`config.mk`:
```
export PLATFORM = sky130hd
export DESIGN_NAME = tmr8_timer
export DESIGN_NICKNAME = d
export VERILOG_FILES = /design/src/verilog/tmr8_pkg.sv /design/src/verilog/tmr8_prescaler.sv /design/src/verilog/tmr8_edge_sync.sv /design/src/verilog/tmr8_timer.sv
export SDC_FILE = /design/constraint.sdc
export NUM_CORES = 1
export LEC_CHECK = 0
export ABC_AREA = 1
export BUFFER_PORTS_ARGS = -buffer_cell sky130_fd_sc_hd__buf_2
export CORE_MARGIN = 10
export CORE_UTILIZATION = 60
export CTS_BUF_LIST = sky130_fd_sc_hd__clkbuf_4 sky130_fd_sc_hd__clkbuf_8
export DETAILED_ROUTE_END_ITERATION = 10
export GPL_ROUTABILITY_DRIVEN = 0
export GPL_TIMING_DRIVEN = 0
export PLACE_DENSITY = 0.83
export REMOVE_ABC_BUFFERS = 1
export SETUP_SLACK_MARGIN = 0.05
export SLEW_MARGIN = 0
export SYNTH_ARGS = -nofsm -noshare
export SYNTH_HDL_FRONTEND = slang
export SYNTH_SLANG_ARGS = --single-unit
```
`constraint.sdc`:
```
create_clock -name sys_clk -period 2.5 [get_ports sys_clk]
set_input_delay 0.125 -clock sys_clk [delete_from_list [all_inputs] [get_ports sys_clk]]
set_output_delay 0.125 -clock sys_clk [all_outputs]
set_load 0.02 [all_outputs]
```
`src/verilog/tmr8_pkg.sv`:
```
// Purpose: Constants, field layouts and state types of the 8-bit timer.
// Assumes: Registers are reached over APB, one aligned 32-bit word each.
// Notes:   Every module of the timer writes its names as tmr8_pkg::name.
//
// Behaviour
// - Force bit copies output level to pin.
// - Forced transfer sets no compare flag.
// - Force bits ignored in pulse modes.
// - One-pulse trigger: preset, level two, flag, capture.
// - One-pulse compare one match ends pulse.
// - One-pulse: compare flag one never set.
// - Both mode bits set means pulse-width mode.
// - Equal levels give a constant pin.
// - One-pulse: input one never captures.
// - One-pulse: compare two drives no waveform.
// - Pulse-width compares buffered until period end.
// - Pulse-width compare two match presets counter.
// - Pulse-width pin takes level one, two.
// - Pulse-width mode sets no compare flags.
// - Pulse-width period end sets capture flag one.
// - Pulse-width: input one disconnected, two captures.
// - Wait mode: timer runs, interrupt wakes.
// - Halt stops counter, resumes held count.
// - Halt edge arms capture, taken at exit.
// - Five flags share one gated interrupt.
// - Capture flag clears: status read, access.
// - Two-bit select picks timer clock divider.
// - Overflow flag set on wrap to zero.
package tmr8_pkg;

  // Register byte offsets on the APB bus.
  localparam logic [7:0] OFF_CTRL2  = 8'h00;
  localparam logic [7:0] OFF_CTRL1  = 8'h04;
  localparam logic [7:0] OFF_STATUS = 8'h08;
  localparam logic [7:0] OFF_CAPT1  = 8'h0c;
  localparam logic [7:0] OFF_CMP1   = 8'h10;
  localparam logic [7:0] OFF_COUNT  = 8'h14;
  localparam logic [7:0] OFF_CAPT2  = 8'h18;
  localparam logic [7:0] OFF_CMP2   = 8'h1c;

  // Counter and capture values.
  localparam logic [7:0]  COUNT_RESET    = 8'hfc;
  localparam logic [7:0]  COUNT_PRESET   = 8'hfc;
  localparam logic [7:0]  COUNT_TOP      = 8'hff;
  localparam logic [7:0]  CMP_RESET      = 8'h00;
  localparam logic [15:0] OPM_CAPT_VALUE = 16'hfffd;

  // Prescaler terminal counts, one less than each divide factor.
  localparam logic [12:0] DIV_END_4    = 13'h0003;
  localparam logic [12:0] DIV_END_2    = 13'h0001;
  localparam logic [12:0] DIV_END_8    = 13'h0007;
  localparam logic [12:0] DIV_END_8000 = 13'h1f3f;
  localparam logic [1:0]  SEL_DIV_4    = 2'h0;
  localparam logic [1:0]  SEL_DIV_2    = 2'h1;
  localparam logic [1:0]  SEL_DIV_8    = 2'h2;

  typedef enum logic [1:0] {MODE_NORMAL, MODE_ONE_PULSE, MODE_PWM}
    tmr8_mode_type;

  typedef struct packed {
    logic captureIrqEnable;
    logic compareIrqEnable;
    logic overflowIrqEnable;
    logic forceLevel2;
    logic forceLevel1;
    logic outputLevel2;
    logic captureEdgeSelect1;
    logic outputLevel1;
  } tmr8_ctrl1_type;

  typedef struct packed {
    logic       comparePinEnable1;
    logic       comparePinEnable2;
    logic       onePulseSelect;
    logic       pwmSelect;
    logic [1:0] clockDividerSelect;
    logic       captureEdgeSelect2;
    logic       reserved;
  } tmr8_ctrl2_type;

  typedef struct packed {
    logic       captureFlag1;
    logic       compareFlag1;
    logic       overflowFlag;
    logic       captureFlag2;
    logic       compareFlag2;
    logic [2:0] reserved;
  } tmr8_status_type;

  typedef struct packed {
    tmr8_ctrl1_type  ctrl1;
    tmr8_ctrl2_type  ctrl2;
    tmr8_status_type status;
    tmr8_status_type arm;
    logic [7:0]      count;
    logic [7:0]      cmpWritten1;
    logic [7:0]      cmpWritten2;
    logic [7:0]      cmpActive1;
    logic [7:0]      cmpActive2;
    logic [15:0]     capt1;
    logic [7:0]      capt2;
    logic            haltArm1;
    logic            haltArm2;
    logic            haltDelay;
    logic            pin1;
    logic            pin1Oe;
    logic            pin2;
    logic            pin2Oe;
    logic            irq;
    logic            pready;
    logic            pslverr;
    logic [31:0]     prdata;
  } tmr8_state_type;

  typedef struct packed {
    logic sync1;
    logic sync2;
    logic last;
    logic pulse;
  } tmr8_sync_state_type;

  typedef struct packed {
    logic [12:0] count;
    logic        tick;
  } tmr8_presc_state_type;

endpackage

```
`src/verilog/tmr8_prescaler.sv`:
```
// Purpose: Timer clock prescaler giving a one-cycle count tick.
// Assumes: The oscillator clock for the slowest setting is sys_clk.
// Notes:   A change of select takes effect at once; a count already at or past the new end ticks next cycle.
`timescale 1ns/1ps
module tmr8_prescaler (
  input  wire logic       sys_clk,
  input  wire logic       rst_n,
  input  wire logic [1:0] divSelect,
  output logic            tick
);

  tmr8_pkg::tmr8_presc_state_type s;
  tmr8_pkg::tmr8_presc_state_type next_s;

  // Terminal count for each select code.
  function automatic logic [12:0] divEnd(input logic [1:0] sel);
    case (sel)
      tmr8_pkg::SEL_DIV_4: divEnd = tmr8_pkg::DIV_END_4;
      tmr8_pkg::SEL_DIV_2: divEnd = tmr8_pkg::DIV_END_2;
      tmr8_pkg::SEL_DIV_8: divEnd = tmr8_pkg::DIV_END_8;
      default:             divEnd = tmr8_pkg::DIV_END_8000;
    endcase
  endfunction

  // Count up and pulse once per divide period.
  always_comb begin
    next_s = s;
    next_s.tick = 1'b0;
    if (s.count >= divEnd(divSelect)) begin
      next_s.count = '0;
      next_s.tick = 1'b1;
    end else begin
      next_s.count = s.count + 13'h0001;
    end
  end

  always_ff @(posedge sys_clk or negedge rst_n) begin
    if (!rst_n) begin
      s <= '0;
    end else begin
      s <= next_s;
    end
  end

  assign tick = s.tick;

endmodule

```
`src/verilog/tmr8_edge_sync.sv`:
```
// Purpose: Synchronise a capture pin and flag its selected edge.
// Assumes: The pin is asynchronous to sys_clk.
// Notes:   Edge pulse comes three cycles after the pin moves.
`timescale 1ns/1ps
module tmr8_edge_sync (
  input  wire logic sys_clk,
  input  wire logic rst_n,
  input  wire logic pinIn,
  input  wire logic risingSel,
  output logic      edgePulse
);

  tmr8_pkg::tmr8_sync_state_type s;
  tmr8_pkg::tmr8_sync_state_type next_s;

  // The first stage feeds only the second, to contain metastability.
  always_comb begin
    next_s = s;
    next_s.sync1 = pinIn;
    next_s.sync2 = s.sync1;
    next_s.last = s.sync2;
    next_s.pulse = (s.sync2 != s.last) && (s.sync2 == risingSel);
  end

  always_ff @(posedge sys_clk or negedge rst_n) begin
    if (!rst_n) begin
      s <= '0;
    end else begin
      s <= next_s;
    end
  end

  assign edgePulse = s.pulse;

endmodule

```
`src/verilog/tmr8_timer.sv`:
```
// Purpose: 8-bit timer with forced output, one-pulse and PWM modes.
// Assumes: haltMode and cpuMask come from logic on sys_clk.
// Notes:   APB answers with one wait state; irq also wakes from wait.
`timescale 1ns/1ps
module tmr8_timer (
  input  wire logic        sys_clk,
  input  wire logic        rst_n,
  input  wire logic        psel,
  input  wire logic        penable,
  input  wire logic        pwrite,
  input  wire logic [7:0]  paddr,
  input  wire logic [31:0] pwdata,
  output logic [31:0]      prdata,
  output logic             pready,
  output logic             pslverr,
  input  wire logic        captureInPin1,
  input  wire logic        captureInPin2,
  input  wire logic        haltMode,
  input  wire logic        cpuMask,
  output logic             compareOutPin1,
  output logic             compareOutPin1Oe,
  output logic             compareOutPin2,
  output logic             compareOutPin2Oe,
  output logic             timerIrq
);

  tmr8_pkg::tmr8_state_type  s;
  tmr8_pkg::tmr8_state_type  next_s;
  tmr8_pkg::tmr8_mode_type   mode;
  tmr8_pkg::tmr8_status_type setF;
  tmr8_pkg::tmr8_status_type clrF;
  logic tick;
  logic edge1;
  logic edge2;
  logic access;
  logic wr;
  logic rd;
  logic wrCount;
  logic tickRun;
  logic match1;
  logic match2;
  logic wrap;
  logic opmTrig;
  logic capEvent1;
  logic capEvent2;
  logic haltExit;
  logic pwmEnd;

  // Decode of a register offset during the access phase.
  function automatic logic hit(input logic [7:0] a,
                               input logic [7:0] off);
    hit = (a == off);
  endfunction

  // Zero extension of a byte register onto the read bus.
  function automatic logic [31:0] word8(input logic [7:0] v);
    word8 = {24'h000000, v};
  endfunction

  tmr8_prescaler uPresc (
    .sys_clk   (sys_clk),
    .rst_n     (rst_n),
    .divSelect (s.ctrl2.clockDividerSelect),
    .tick      (tick)
  );

  tmr8_edge_sync uEdge1 (
    .sys_clk   (sys_clk),
    .rst_n     (rst_n),
    .pinIn     (captureInPin1),
    .risingSel (s.ctrl1.captureEdgeSelect1),
    .edgePulse (edge1)
  );

  tmr8_edge_sync uEdge2 (
    .sys_clk   (sys_clk),
    .rst_n     (rst_n),
    .pinIn     (captureInPin2),
    .risingSel (s.ctrl2.captureEdgeSelect2),
    .edgePulse (edge2)
  );

  // Mode select: PWM wins when both select bits are set.
  always_comb begin
    if (s.ctrl2.pwmSelect) begin
      mode = tmr8_pkg::MODE_PWM;
    end else if (s.ctrl2.onePulseSelect) begin
      mode = tmr8_pkg::MODE_ONE_PULSE;
    end else begin
      mode = tmr8_pkg::MODE_NORMAL;
    end
  end

  // Bus strobes; a transfer completes when pready is seen high.
  assign access = psel && penable && s.pready;
  assign wr = access && pwrite;
  assign rd = access && !pwrite;
  assign wrCount = wr && hit(paddr, tmr8_pkg::OFF_COUNT);

  // Counter events. Halt freezes counting, wait does not touch it.
  assign tickRun = tick && !haltMode;
  assign match1 = tickRun && (s.count == s.cmpActive1);
  assign match2 = tickRun && (s.count == s.cmpActive2);
  assign pwmEnd = (mode == tmr8_pkg::MODE_PWM) && match2;
  // A preset or a counter write at FFh is not a wrap to 00h.
  assign wrap = tickRun && (s.count == tmr8_pkg::COUNT_TOP) && !pwmEnd
                && !opmTrig && !wrCount;
  assign opmTrig = (mode == tmr8_pkg::MODE_ONE_PULSE) && edge1
                   && !haltMode;
  assign capEvent1 = (mode == tmr8_pkg::MODE_NORMAL) && edge1
                     && !haltMode;
  assign capEvent2 = edge2 && !haltMode;
  assign haltExit = s.haltDelay && !haltMode;

  // Hardware flag sets per mode.
  always_comb begin
    setF = '0;
    setF.captureFlag1 = capEvent1 || opmTrig || pwmEnd
                        || (haltExit && s.haltArm1);
    setF.captureFlag2 = capEvent2 || (haltExit && s.haltArm2);
    setF.compareFlag1 = match1 && (mode == tmr8_pkg::MODE_NORMAL);
    setF.compareFlag2 = match2 && (mode != tmr8_pkg::MODE_PWM);
    setF.overflowFlag = wrap;
  end

  // Two-step clear: an armed flag drops on access to its register.
  always_comb begin
    clrF = '0;
    if (access) begin
      clrF.captureFlag1 = s.arm.captureFlag1
                          && hit(paddr, tmr8_pkg::OFF_CAPT1);
      clrF.captureFlag2 = s.arm.captureFlag2
                          && hit(paddr, tmr8_pkg::OFF_CAPT2);
      clrF.compareFlag1 = s.arm.compareFlag1
                          && hit(paddr, tmr8_pkg::OFF_CMP1);
      clrF.compareFlag2 = s.arm.compareFlag2
                          && hit(paddr, tmr8_pkg::OFF_CMP2);
      clrF.overflowFlag = s.arm.overflowFlag
                          && hit(paddr, tmr8_pkg::OFF_COUNT);
    end
  end

  // Next state of the whole timer.
  always_comb begin
    next_s = s;
    // Set wins over clear so no event is lost.
    next_s.status = tmr8_pkg::tmr8_status_type'((s.status & ~clrF) | setF);
    next_s.arm = tmr8_pkg::tmr8_status_type'(s.arm & ~clrF);
    if (rd && hit(paddr, tmr8_pkg::OFF_STATUS)) begin
      next_s.arm = tmr8_pkg::tmr8_status_type'(s.arm | s.status);
    end
    // Register writes.
    if (wr) begin
      case (paddr)
        tmr8_pkg::OFF_CTRL1: next_s.ctrl1 = pwdata[7:0];
        tmr8_pkg::OFF_CTRL2: begin
          next_s.ctrl2 = pwdata[7:0];
          next_s.ctrl2.reserved = 1'b0;
        end
        tmr8_pkg::OFF_CMP1:  next_s.cmpWritten1 = pwdata[7:0];
        tmr8_pkg::OFF_CMP2:  next_s.cmpWritten2 = pwdata[7:0];
        default: ;
      endcase
    end
    // PWM holds new compares until the period ends, avoiding spikes.
    if (mode != tmr8_pkg::MODE_PWM || pwmEnd) begin
      next_s.cmpActive1 = next_s.cmpWritten1;
      next_s.cmpActive2 = next_s.cmpWritten2;
    end
    // Counter.
    if (wrCount) begin
      next_s.count = tmr8_pkg::COUNT_RESET;
    end else if (opmTrig || pwmEnd) begin
      next_s.count = tmr8_pkg::COUNT_PRESET;
    end else if (tickRun) begin
      next_s.count = s.count + 8'h01;
    end
    // Captures; halt only arms and takes the count at exit.
    next_s.haltDelay = haltMode;
    if (haltMode && edge1 && mode == tmr8_pkg::MODE_NORMAL) begin
      next_s.haltArm1 = 1'b1;
    end
    if (haltMode && edge2) begin
      next_s.haltArm2 = 1'b1;
    end
    if (capEvent1 || (haltExit && s.haltArm1)) begin
      next_s.capt1 = {8'h00, s.count};
    end else if (opmTrig) begin
      next_s.capt1 = tmr8_pkg::OPM_CAPT_VALUE;
    end
    if (capEvent2 || (haltExit && s.haltArm2)) begin
      next_s.capt2 = s.count;
    end
    if (haltExit) begin
      next_s.haltArm1 = 1'b0;
      next_s.haltArm2 = 1'b0;
    end
    // Compare pin 1 waveform.
    if (mode != tmr8_pkg::MODE_NORMAL) begin
      if (s.ctrl1.outputLevel1 == s.ctrl1.outputLevel2) begin
        next_s.pin1 = s.ctrl1.outputLevel1;
      end else if (opmTrig || pwmEnd) begin
        next_s.pin1 = s.ctrl1.outputLevel2;
      end else if (match1) begin
        next_s.pin1 = s.ctrl1.outputLevel1;
      end
    end else if (s.ctrl1.forceLevel1 || match1) begin
      next_s.pin1 = s.ctrl1.outputLevel1;
    end
    // Compare pin 2 stays put outside normal mode.
    if (mode == tmr8_pkg::MODE_NORMAL) begin
      if (s.ctrl1.forceLevel2 || match2) begin
        next_s.pin2 = s.ctrl1.outputLevel2;
      end
    end
    next_s.pin1Oe = s.ctrl2.comparePinEnable1;
    next_s.pin2Oe = s.ctrl2.comparePinEnable2;
    // One request for all five flags; no wait gating, so it wakes.
    next_s.irq = !cpuMask && (
      ((s.status.captureFlag1 || s.status.captureFlag2)
        && s.ctrl1.captureIrqEnable)
      || ((s.status.compareFlag1 || s.status.compareFlag2)
        && s.ctrl1.compareIrqEnable)
      || (s.status.overflowFlag && s.ctrl1.overflowIrqEnable));
    // APB answer: one wait state, then pready for one cycle.
    next_s.pready = psel && penable && !s.pready;
    next_s.pslverr = 1'b0;
    if (psel && penable && !s.pready) begin
      next_s.prdata = '0;
      case (paddr)
        tmr8_pkg::OFF_CTRL1:  next_s.prdata = word8(s.ctrl1);
        tmr8_pkg::OFF_CTRL2:  next_s.prdata = word8(s.ctrl2);
        tmr8_pkg::OFF_STATUS: next_s.prdata = word8(s.status);
        tmr8_pkg::OFF_CAPT1:  next_s.prdata = {16'h0000, s.capt1};
        tmr8_pkg::OFF_CMP1:   next_s.prdata = word8(s.cmpWritten1);
        tmr8_pkg::OFF_COUNT:  next_s.prdata = word8(s.count);
        tmr8_pkg::OFF_CAPT2:  next_s.prdata = word8(s.capt2);
        tmr8_pkg::OFF_CMP2:   next_s.prdata = word8(s.cmpWritten2);
        default:              next_s.pslverr = 1'b1;
      endcase
    end
  end

  // State register; the pin latches start low.
  always_ff @(posedge sys_clk or negedge rst_n) begin
    if (!rst_n) begin
      s <= '0;
      s.count <= tmr8_pkg::COUNT_RESET;
      s.cmpWritten1 <= tmr8_pkg::CMP_RESET;
      s.cmpWritten2 <= tmr8_pkg::CMP_RESET;
      s.cmpActive1 <= tmr8_pkg::CMP_RESET;
      s.cmpActive2 <= tmr8_pkg::CMP_RESET;
    end else begin
      s <= next_s;
    end
  end

  // Outputs straight from the state register.
  assign prdata = s.prdata;
  assign pready = s.pready;
  assign pslverr = s.pslverr;
  assign compareOutPin1 = s.pin1;
  assign compareOutPin1Oe = s.pin1Oe;
  assign compareOutPin2 = s.pin2;
  assign compareOutPin2Oe = s.pin2Oe;
  assign timerIrq = s.irq;
endmodule

```
# ---- After elaboration in Yosys (flattened, before gate mapping)
# Index checks and enable logic that the tools add are counted.
dict set report op_classes {
  addsub 2
  n_lt_le_gt_ge 1
  n_eq_ne 21
  muxes 26
  bitwise_logic 5
  reduce_logical 73
}
# op count
set op_table {}
lappend op_table {{16-bit case mux with 8 select lines} 1}
lappend op_table {{16-bit two-way mux} 3}
lappend op_table {{8-bit two-way mux} 6}
lappend op_table {{1-bit logical AND} 39}
lappend op_table {{13-bit case mux with 3 select lines} 1}
lappend op_table {{33-bit two-way mux} 1}
lappend op_table {{8-bit by 5-bit equality test with 1-bit output (second input constant)} 4}
lappend op_table {{8-bit bitwise AND} 2}
lappend op_table {{8-bit by 4-bit equality test with 1-bit output (second input constant)} 2}
lappend op_table {{8-bit equality test} 2}
lappend op_table {{8-bit bitwise OR} 2}
lappend op_table {{13-bit by 1-bit adder with 13-bit output (second input constant)} 1}
lappend op_table {{13-bit greater-or-equal comparator} 1}
lappend op_table {{1-bit logical OR} 13}
lappend op_table {{13-bit two-way mux} 1}
lappend op_table {{1-bit two-way mux} 10}
lappend op_table {{2-bit nonzero test} 5}
lappend op_table {{8-bit by 1-bit adder with 8-bit output (second input constant)} 1}
lappend op_table {{8-bit by 3-bit equality test with 1-bit output (second input constant)} 1}
lappend op_table {{8-bit equality test (second input constant)} 1}
lappend op_table {{8-bit zero test} 1}
lappend op_table {{8-bit inverter} 1}
lappend op_table {{2-bit AND reduction} 4}
lappend op_table {{8-bit OR reduction} 1}
lappend op_table {{11 further kinds} 24}
dict set report word_totals {
  ff_bits 159
  inputBits 49
  output_inout_bits 39
  wordCells 182
}

# ---- Depth between registers and ports, before layout
# Gate-level depths: netlist (run 1).
dict set report depth {
  ltp_word 9
  mapped_depth 12
  depth_no_buf 12
}

# ---- By module
# A second synthesis (run 1) with hierarchy kept.
dict set report hier_totals {
  cells_unflattened 776
  hier_area_um2 6269.8
}
# module n_inst cells_each area_per_inst_um2 seq_area_each_um2
set modules_own_cells {}
lappend modules_own_cells {tmr8_timer 1 622 5017.3 2534.9}
lappend modules_own_cells {tmr8_prescaler 1 128 984.7 350.3}
lappend modules_own_cells {tmr8_edge_sync 2 13 133.9 100.1}

# ---- Worst setup path after synthesis (run 1)
# OpenSTA, ideal clock, no wires.
dict set report synth_timing {
  path_type {reg-to-reg}
  startpoint {reg s[125] (netlist bit)}
  endpoint {reg uPresc.s[8] (netlist bit)}
  setup_time_ps 121
  arrival_ps 1795
  t_required_ps 2379
  setup_slack_ps 584
  stages_incl_launch_ff 9
  path_buffers 1
  synth_period_minus_slack_ps 1916
  cell_sequence {dfrtp_1 -> nand2_1 -> ha_1 -> nand2_1 -> o21ai_0 -> a21oi_1 -> o31ai_1 -> buf_2 -> nor2_1}
}
# item line
set synth_lines {}
lappend synth_lines {{start, declared} tmr8_timer.sv:27} ;# tmr8_pkg::tmr8_state_type s;
lappend synth_lines {{start signal, assigned} tmr8_timer.sv:254} ;# s <= next_s;
lappend synth_lines {{end signal, assigned} tmr8_prescaler.sv:41} ;# s <= next_s;
lappend synth_lines {{end, declared} tmr8_prescaler.sv:12} ;# tmr8_pkg::tmr8_presc_state_type s;

==> flow_summary.json, run 1 <==
{
  "status": "completed",
  "rows": 37,
  "dp_hpwl_mm": 10.9,
  "synthesis.area_um2": 6260,
  "drv_slew": 0,
  "worst_setup_path_end_kind": "flop",
  "rr_worst_depth": 7,
  "r2r_slack_ns": 0.33,
  "drt_pass1_iterations": 6,
  "crit_family": "compound AO/OA/AOI/OAI gates",
  "drive_gt1_share_pct": 16.7,
  "final.min_clock_period_ns": 2.17,
  "grt_usage_pct": 20.6,
  "worst_pin_slew_ns": 1.28,
  "synth_area_leaders": "dfrtp_1, nand2_1, o21ai_0",
  "p_leak_nw": 3.49,
  "ir_worst_vdd_mv": 0.539,
  "multiInputGateArea_um2": 2570,
  "yosysTopAreaCellShare_pct": 46.8,
  "clock_skew_ns": 0.0123,
  "finalNetCount": 844,
  "fin_hold_ws_ns": 0.0381,
  "path_buf_inv": 0,
  "synth-edff-count": 0,
  "antenna_left": 0,
  "syn_avg_cell_area_um2": 8.45,
  "clock_latency_ns": 0.43,
  "finalSetupViolCount": 0,
  "slowest_delay_ns": 0.52,
  "reg2reg_to": "uPresc.s[5]",
  "synth_cells": 741,
  "timing.fmax_ghz": 0.462,
  "synth_seq_area_share_pct": 49.3,
  "synth-async-reset-ratio_pct": 100,
  "ys.flop_type": "dfrtp_1",
  "die_x_um": 122,
  "cts_tree": "done",
  "cts_setup_buffers": 0,
  "finalWirelength_mm": 14.8,
  "synth.most_common_cell": "nand2_1",
  "finalCritPeriodShare_pct": 86.7,
  "root_buffer": "clkbuf_8",
  "die_h_um": 122,
  "synth_warnings": 0,
  "io_pins": 88,
  "num_vias": 5186,
  "r2r_start": "s[124]",
  "power_density_nw_per_um2": 743,
  "synth_cell_types": 43,
  "critPathRequiredTime_ns": 2.79,
  "diodes": 0,
  "overflow": 0,
  "final-seq-area_um2": 3090,
  "cts_buffers": 17,
  "grt_max_degree": 95,
  "core_area_um2": 10200,
  "io_buffers": 47,
  "areaGrowthSynthToFinish_pct": 10.2,
  "slew_headroom_pct": 14.7,
  "drt_iter0_drc": 543,
  "worstSetupStartpointType": "flop",
  "cts_max_level": 4,
  "synth_common_cells": "nand2_1, dfrtp_1, inv_1",
  "slowest_stage": "o31ai_4",
  "min_path_cells": 3,
  "min_from": "pwdata[5]",
  "hold_path_class": "in -> reg",
  "wire_per_inst_um": 15.9,
  "crit_type": "reg -> reg",
  "grt_pass1_wl_mm": 24.6,
  "numClockSinks": 123,
  "ys_seq_elements": 123,
  "rsz0062_at_grt": "false",
  "synth_area_leader_cell": "dfrtp_1",
  "worst-path-max-fanout": 14,
  "routed_via_density": 5.57,
  "cts_max_path_buffers": 2,
  "remaining_drc_errors": 0,
  "hold_viol": 0,
  "clkTransAtPathRegs_ns": 0.08,
  "finalSetupTns_ns": 0,
  "arrival_ns": 2.45,
  "fillers": 820,
  "cp_common_cell": "nand2_1",
  "maxCapViolCount": 0,
  "die_area_um2": 14900,
  "start_util_pct": 61.2,
  "path_cells": "nand2_1, ha_1, nand2_1, o21ai_0, a21oi_1, o31ai_4, nor2_1",
  "min_to": "s[135]",
  "grt_antenna_before_repair": 0,
  "grt_pass1_vias": 5095
}
-- final cells by class --
cell class | count | area share (%)
Tap cell | 136 | 2.47
Sequential cell | 123 | 44.8
Clock buffer | 17 | 3.39
Inverter | 87 | 4.74
Clock inverter | 14 | 2.72
Timing Repair Buffer | 53 | 4.63
Multi-Input combinational cell | 501 | 37.3
-- worst register-to-register path, delay by kind of cell (launching register included) --
kind	cells	cell delay (ns)
adder cells (fa/ha/maj)	1	0.39
AND/OR/NAND/NOR	3	0.40
AO/OA/AOI/OAI	3	0.84
flip-flops	1	0.39
-- per-stage QoR --
step	setup slack, ns	cell area [um^2]	utilization [%]	std cells	power (mW)
after global placement	-0.230	6370	62.3	894	3.18
final	0.333	6890	67.4	931	5.12
after global routing	0.164	6890	67.4	931	5.37
after CTS	0.320	6890	67.4	931	5.13
after floorplan	0.310	5970	-	711	2.94
after detailed placement	0.0678	6410	62.7	895	3.25
-- worst max-delay path by stage --
stage / slack, ns / end / startpoint / depth (start not counted)
floorplan: 0.31 / uPresc.s[10] / s[125] / 7
finish: 0.33 / uPresc.s[5] / s[124] / 7
CTS: 0.32 / uPresc.s[5] / s[124] / 7
global route: 0.16 / uPresc.s[5] / s[124] / 7
detailed placement: 0.07 / uPresc.s[5] / s[124] / 7
global placement: -0.23 / uPresc.s[10] / s[125] / 7
-- sequential cells by signal (all words and copies together) (netlist names), 2 cells and up --
name,cells
prdata,9
uPresc.s,13
next_s,2
uEdge2.next_s,2
s,83
uEdge1.next_s,2
-- report_power, final --
part | internal [mW] | switching, mW | total (mW)
registers | 2.20 | 0.154 | 2.36
clock network | 1.01 | 0.867 | 1.87
logic | 0.280 | 0.609 | 0.889
-- placed cells by master, fill, tap and decap left out, drive strengths merged, types with 12 or more instances in the layout --
| cell | Yosys | layout |
|---|---|---|
| xor2 | 14 | 14 |
| nand2 | 208 | 208 |
| dfrtp | 117 | 117 |
| buf | 39 | 48 |
| inv | 86 | 91 |
| o21ai | 89 | 89 |
| nand3 | 44 | 44 |
| ha | 12 | 12 |
| nor2 | 57 | 57 |
| a21oi | 15 | 15 |
| clkbuf | 6 | 17 |
| conb | 1 | 16 |
-- repair_timing --
action	CTS	global route
hold buffers	5	0
setup endpoints to repair	1	0
gates resized for setup	1	0
hold endpoints to repair	122	0
-- metal layers --
layer  wire, um  up-vias  part of all wire (%)  GRT usage, %
met3       1230       42                   8.3          4.63
met2       7210      250                    49          34.1
met1       5860     2468                    40          25.1
li1           -     2426                     -             -
met4        499        0                   3.4          9.65
met5          0        -                     0             0
-- logic make-up after synthesis --
group                    share of synthesized area (%)
AO/OA/AOI/OAI                                     11.0
XOR/XNOR                                          2.24
adder cells (fa/ha/maj)                           2.40
buffers and inverters                             10.7
flip-flops                                        49.3
other                                           0.0599
AND/OR/NAND/NOR                                   24.3
Power figures use the tool's default switching activity.
==> run 2, diff against run 1 <==
- CORE_UTILIZATION: 60 -> 62
- PLACE_DENSITY: 0.83 -> 0.85
- clock period: 2.5 -> 2.8 ns (I/O delays scaled with it)
==> flow_summary.json, run 2 (synthesis gave the netlist of run 1 again) <==
{
  "status": "completed",
  "worstSetupStartpointType": "flop",
  "crit_type": "reg -> reg",
  "rsz0062_at_grt": "false",
  "clkTransAtPathRegs_ns": 0.08,
  "final_common_cell": "nand2_1",
  "worst-path-max-fanout": 9,
  "grt_max_degree": 90,
  "routed_via_density": 5.60,
  "cts_tree": "done",
  "fillers": 750,
  "finalNetCount": 845,
  "clock_latency_ns": 0.45,
  "grt_pass1_vias": 5327,
  "finalCritPeriodShare_pct": 83.7,
  "overflow": 0,
  "final_cell_mix": "nand2_1, dfrtp_1, inv_1",
  "p_leak_nw": 3.48,
  "areaGrowthSynthToFinish_pct": 10.0,
  "cts_max_path_buffers": 2,
  "final.min_clock_period_ns": 2.34,
  "root_buffer": "clkbuf_8",
  "antenna_left": 0,
  "cts_buffers": 17,
  "grt_antenna_before_repair": 0,
  "die_x_um": 120,
  "largest_register": "s",
  "core_area_um2": 9820,
  "numClockSinks": 123,
  "io_buffers": 47,
  "rows": 36,
  "hold_path_class": "in -> reg",
  "largest_reg_flops": 83,
  "drt_pass1_iterations": 5,
  "finalSetupViolCount": 0,
  "critPathRequiredTime_ns": 3.14,
  "cts_max_level": 4,
  "power_density_nw_per_um2": 666,
  "start_util_pct": 63.7,
  "arrival_ns": 2.68,
  "dp_hpwl_mm": 10.9,
  "io_pins": 88,
  "drv_slew": 0,
  "ir_worst_vdd_mv": 0.492,
  "grt_usage_pct": 22.0,
  "num_vias": 5210,
  "dp_slack_ns": 0.466,
  "hold_viol": 0,
  "worst_pin_slew_ns": 1.30,
  "drt_iter0_drc": 607,
  "grt_pass1_wl_mm": 25.6,
  "worst_setup_path_end_kind": "flop",
  "timing.fmax_ghz": 0.427,
  "wire_per_inst_um": 16.3,
  "remaining_drc_errors": 0,
  "finalSetupTns_ns": 0,
  "maxCapViolCount": 0,
  "die_h_um": 120,
  "clock_skew_ns": 0.0123,
  "slew_headroom_pct": 13.3,
  "drive_gt1_share_pct": 16.8,
  "finalWorstSetupSlack_ns": 0.458,
  "die_area_um2": 14500,
  "finalWirelength_mm": 15.2,
  "diodes": 0
}
-- run 2: changes by cell type in the layout (fill, tap and decap cells not counted), sizes merged --
cell	delta
clkinv	-3
clkinvlp	+3
inv	+1
buf	+1
-- run 2: worst paths after layout --
kind	start	end	slack, ns	cells past startpoint
hold reg to reg	uEdge1.next_s[2]	uEdge1.next_s[1]	0.35	0
setup / recovery	s[125]	uPresc.s[5]	0.46	8
max in group asynchronous	rst_n	s[100]	1.88	3
hold / removal	pwdata[1]	s[131]	0.02	3
setup reg to reg	s[125]	uPresc.s[5]	0.46	8
min in group asynchronous	rst_n	compareOutPin1Oe	0.15	2
-- run 2: stage by stage --
stage / instance area (um^2) / hold WS (ns) / util (%) / power [mW] / instances
global route: 6880 / 0.0464 / 70.1 / 4.81 / 930
global placement: 6370 / 0.249 / 64.9 / 2.83 / 891
floorplan: 5970 / -0.156 / - / 2.63 / 711
finish: 6880 / 0.0203 / 70.1 / 4.59 / 930
detailed placement: 6410 / 0.0514 / 65.3 / 2.90 / 893
CTS: 6880 / 0.0123 / 70.1 / 4.58 / 930
-- run 2: routing by layer --
metal | global-route usage (%) | share of wire, % | up-vias
met1 | 25.0 | 40 | 2511
met4 | 12.6 | 4.3 | 0
li1 | - | - | 2430
met5 | 0 | 0 | -
met3 | 6.65 | 7.6 | 51
met2 | 36.0 | 48 | 218
-- run 2: what timing repair did --
| action | CTS | global route |
|---|---|---|
| buffers inserted | 0 | 0 |
| hold buffers | 5 | 0 |
| hold endpoints to repair | 122 | 0 |
| resized for setup | 0 | 0 |
-- run 2: area by class of cell --
cell class	count	area, um^2	area share (%)
Tap cell	133	166	2.42
Sequential cell	123	3090	44.8
Timing Repair Buffer	54	327	4.74
Multi-Input combinational cell	501	2560	37.2
Inverter	87	327	4.74
Clock buffer	17	234	3.40
Clock inverter	15	188	2.73
-- run 2: power by group --
| part | internal, mW | switching, mW | total (mW) |
|---|---|---|---|
| Combinational | 0.256 | 0.537 | 0.793 |
| Sequential | 1.97 | 0.141 | 2.11 |
| Clock | 0.894 | 0.790 | 1.68 |
-- run 2: critical path: stages, from the launching register on --
cell	delay, ns
dfrtp_1	0.39
nand2_1	0.22
ha_1	0.39
nand2_1	0.07
o21ai_0	0.16
a21oi_1	0.09
o31ai_1	0.59
buf_4	0.28
nor2_1	0.06
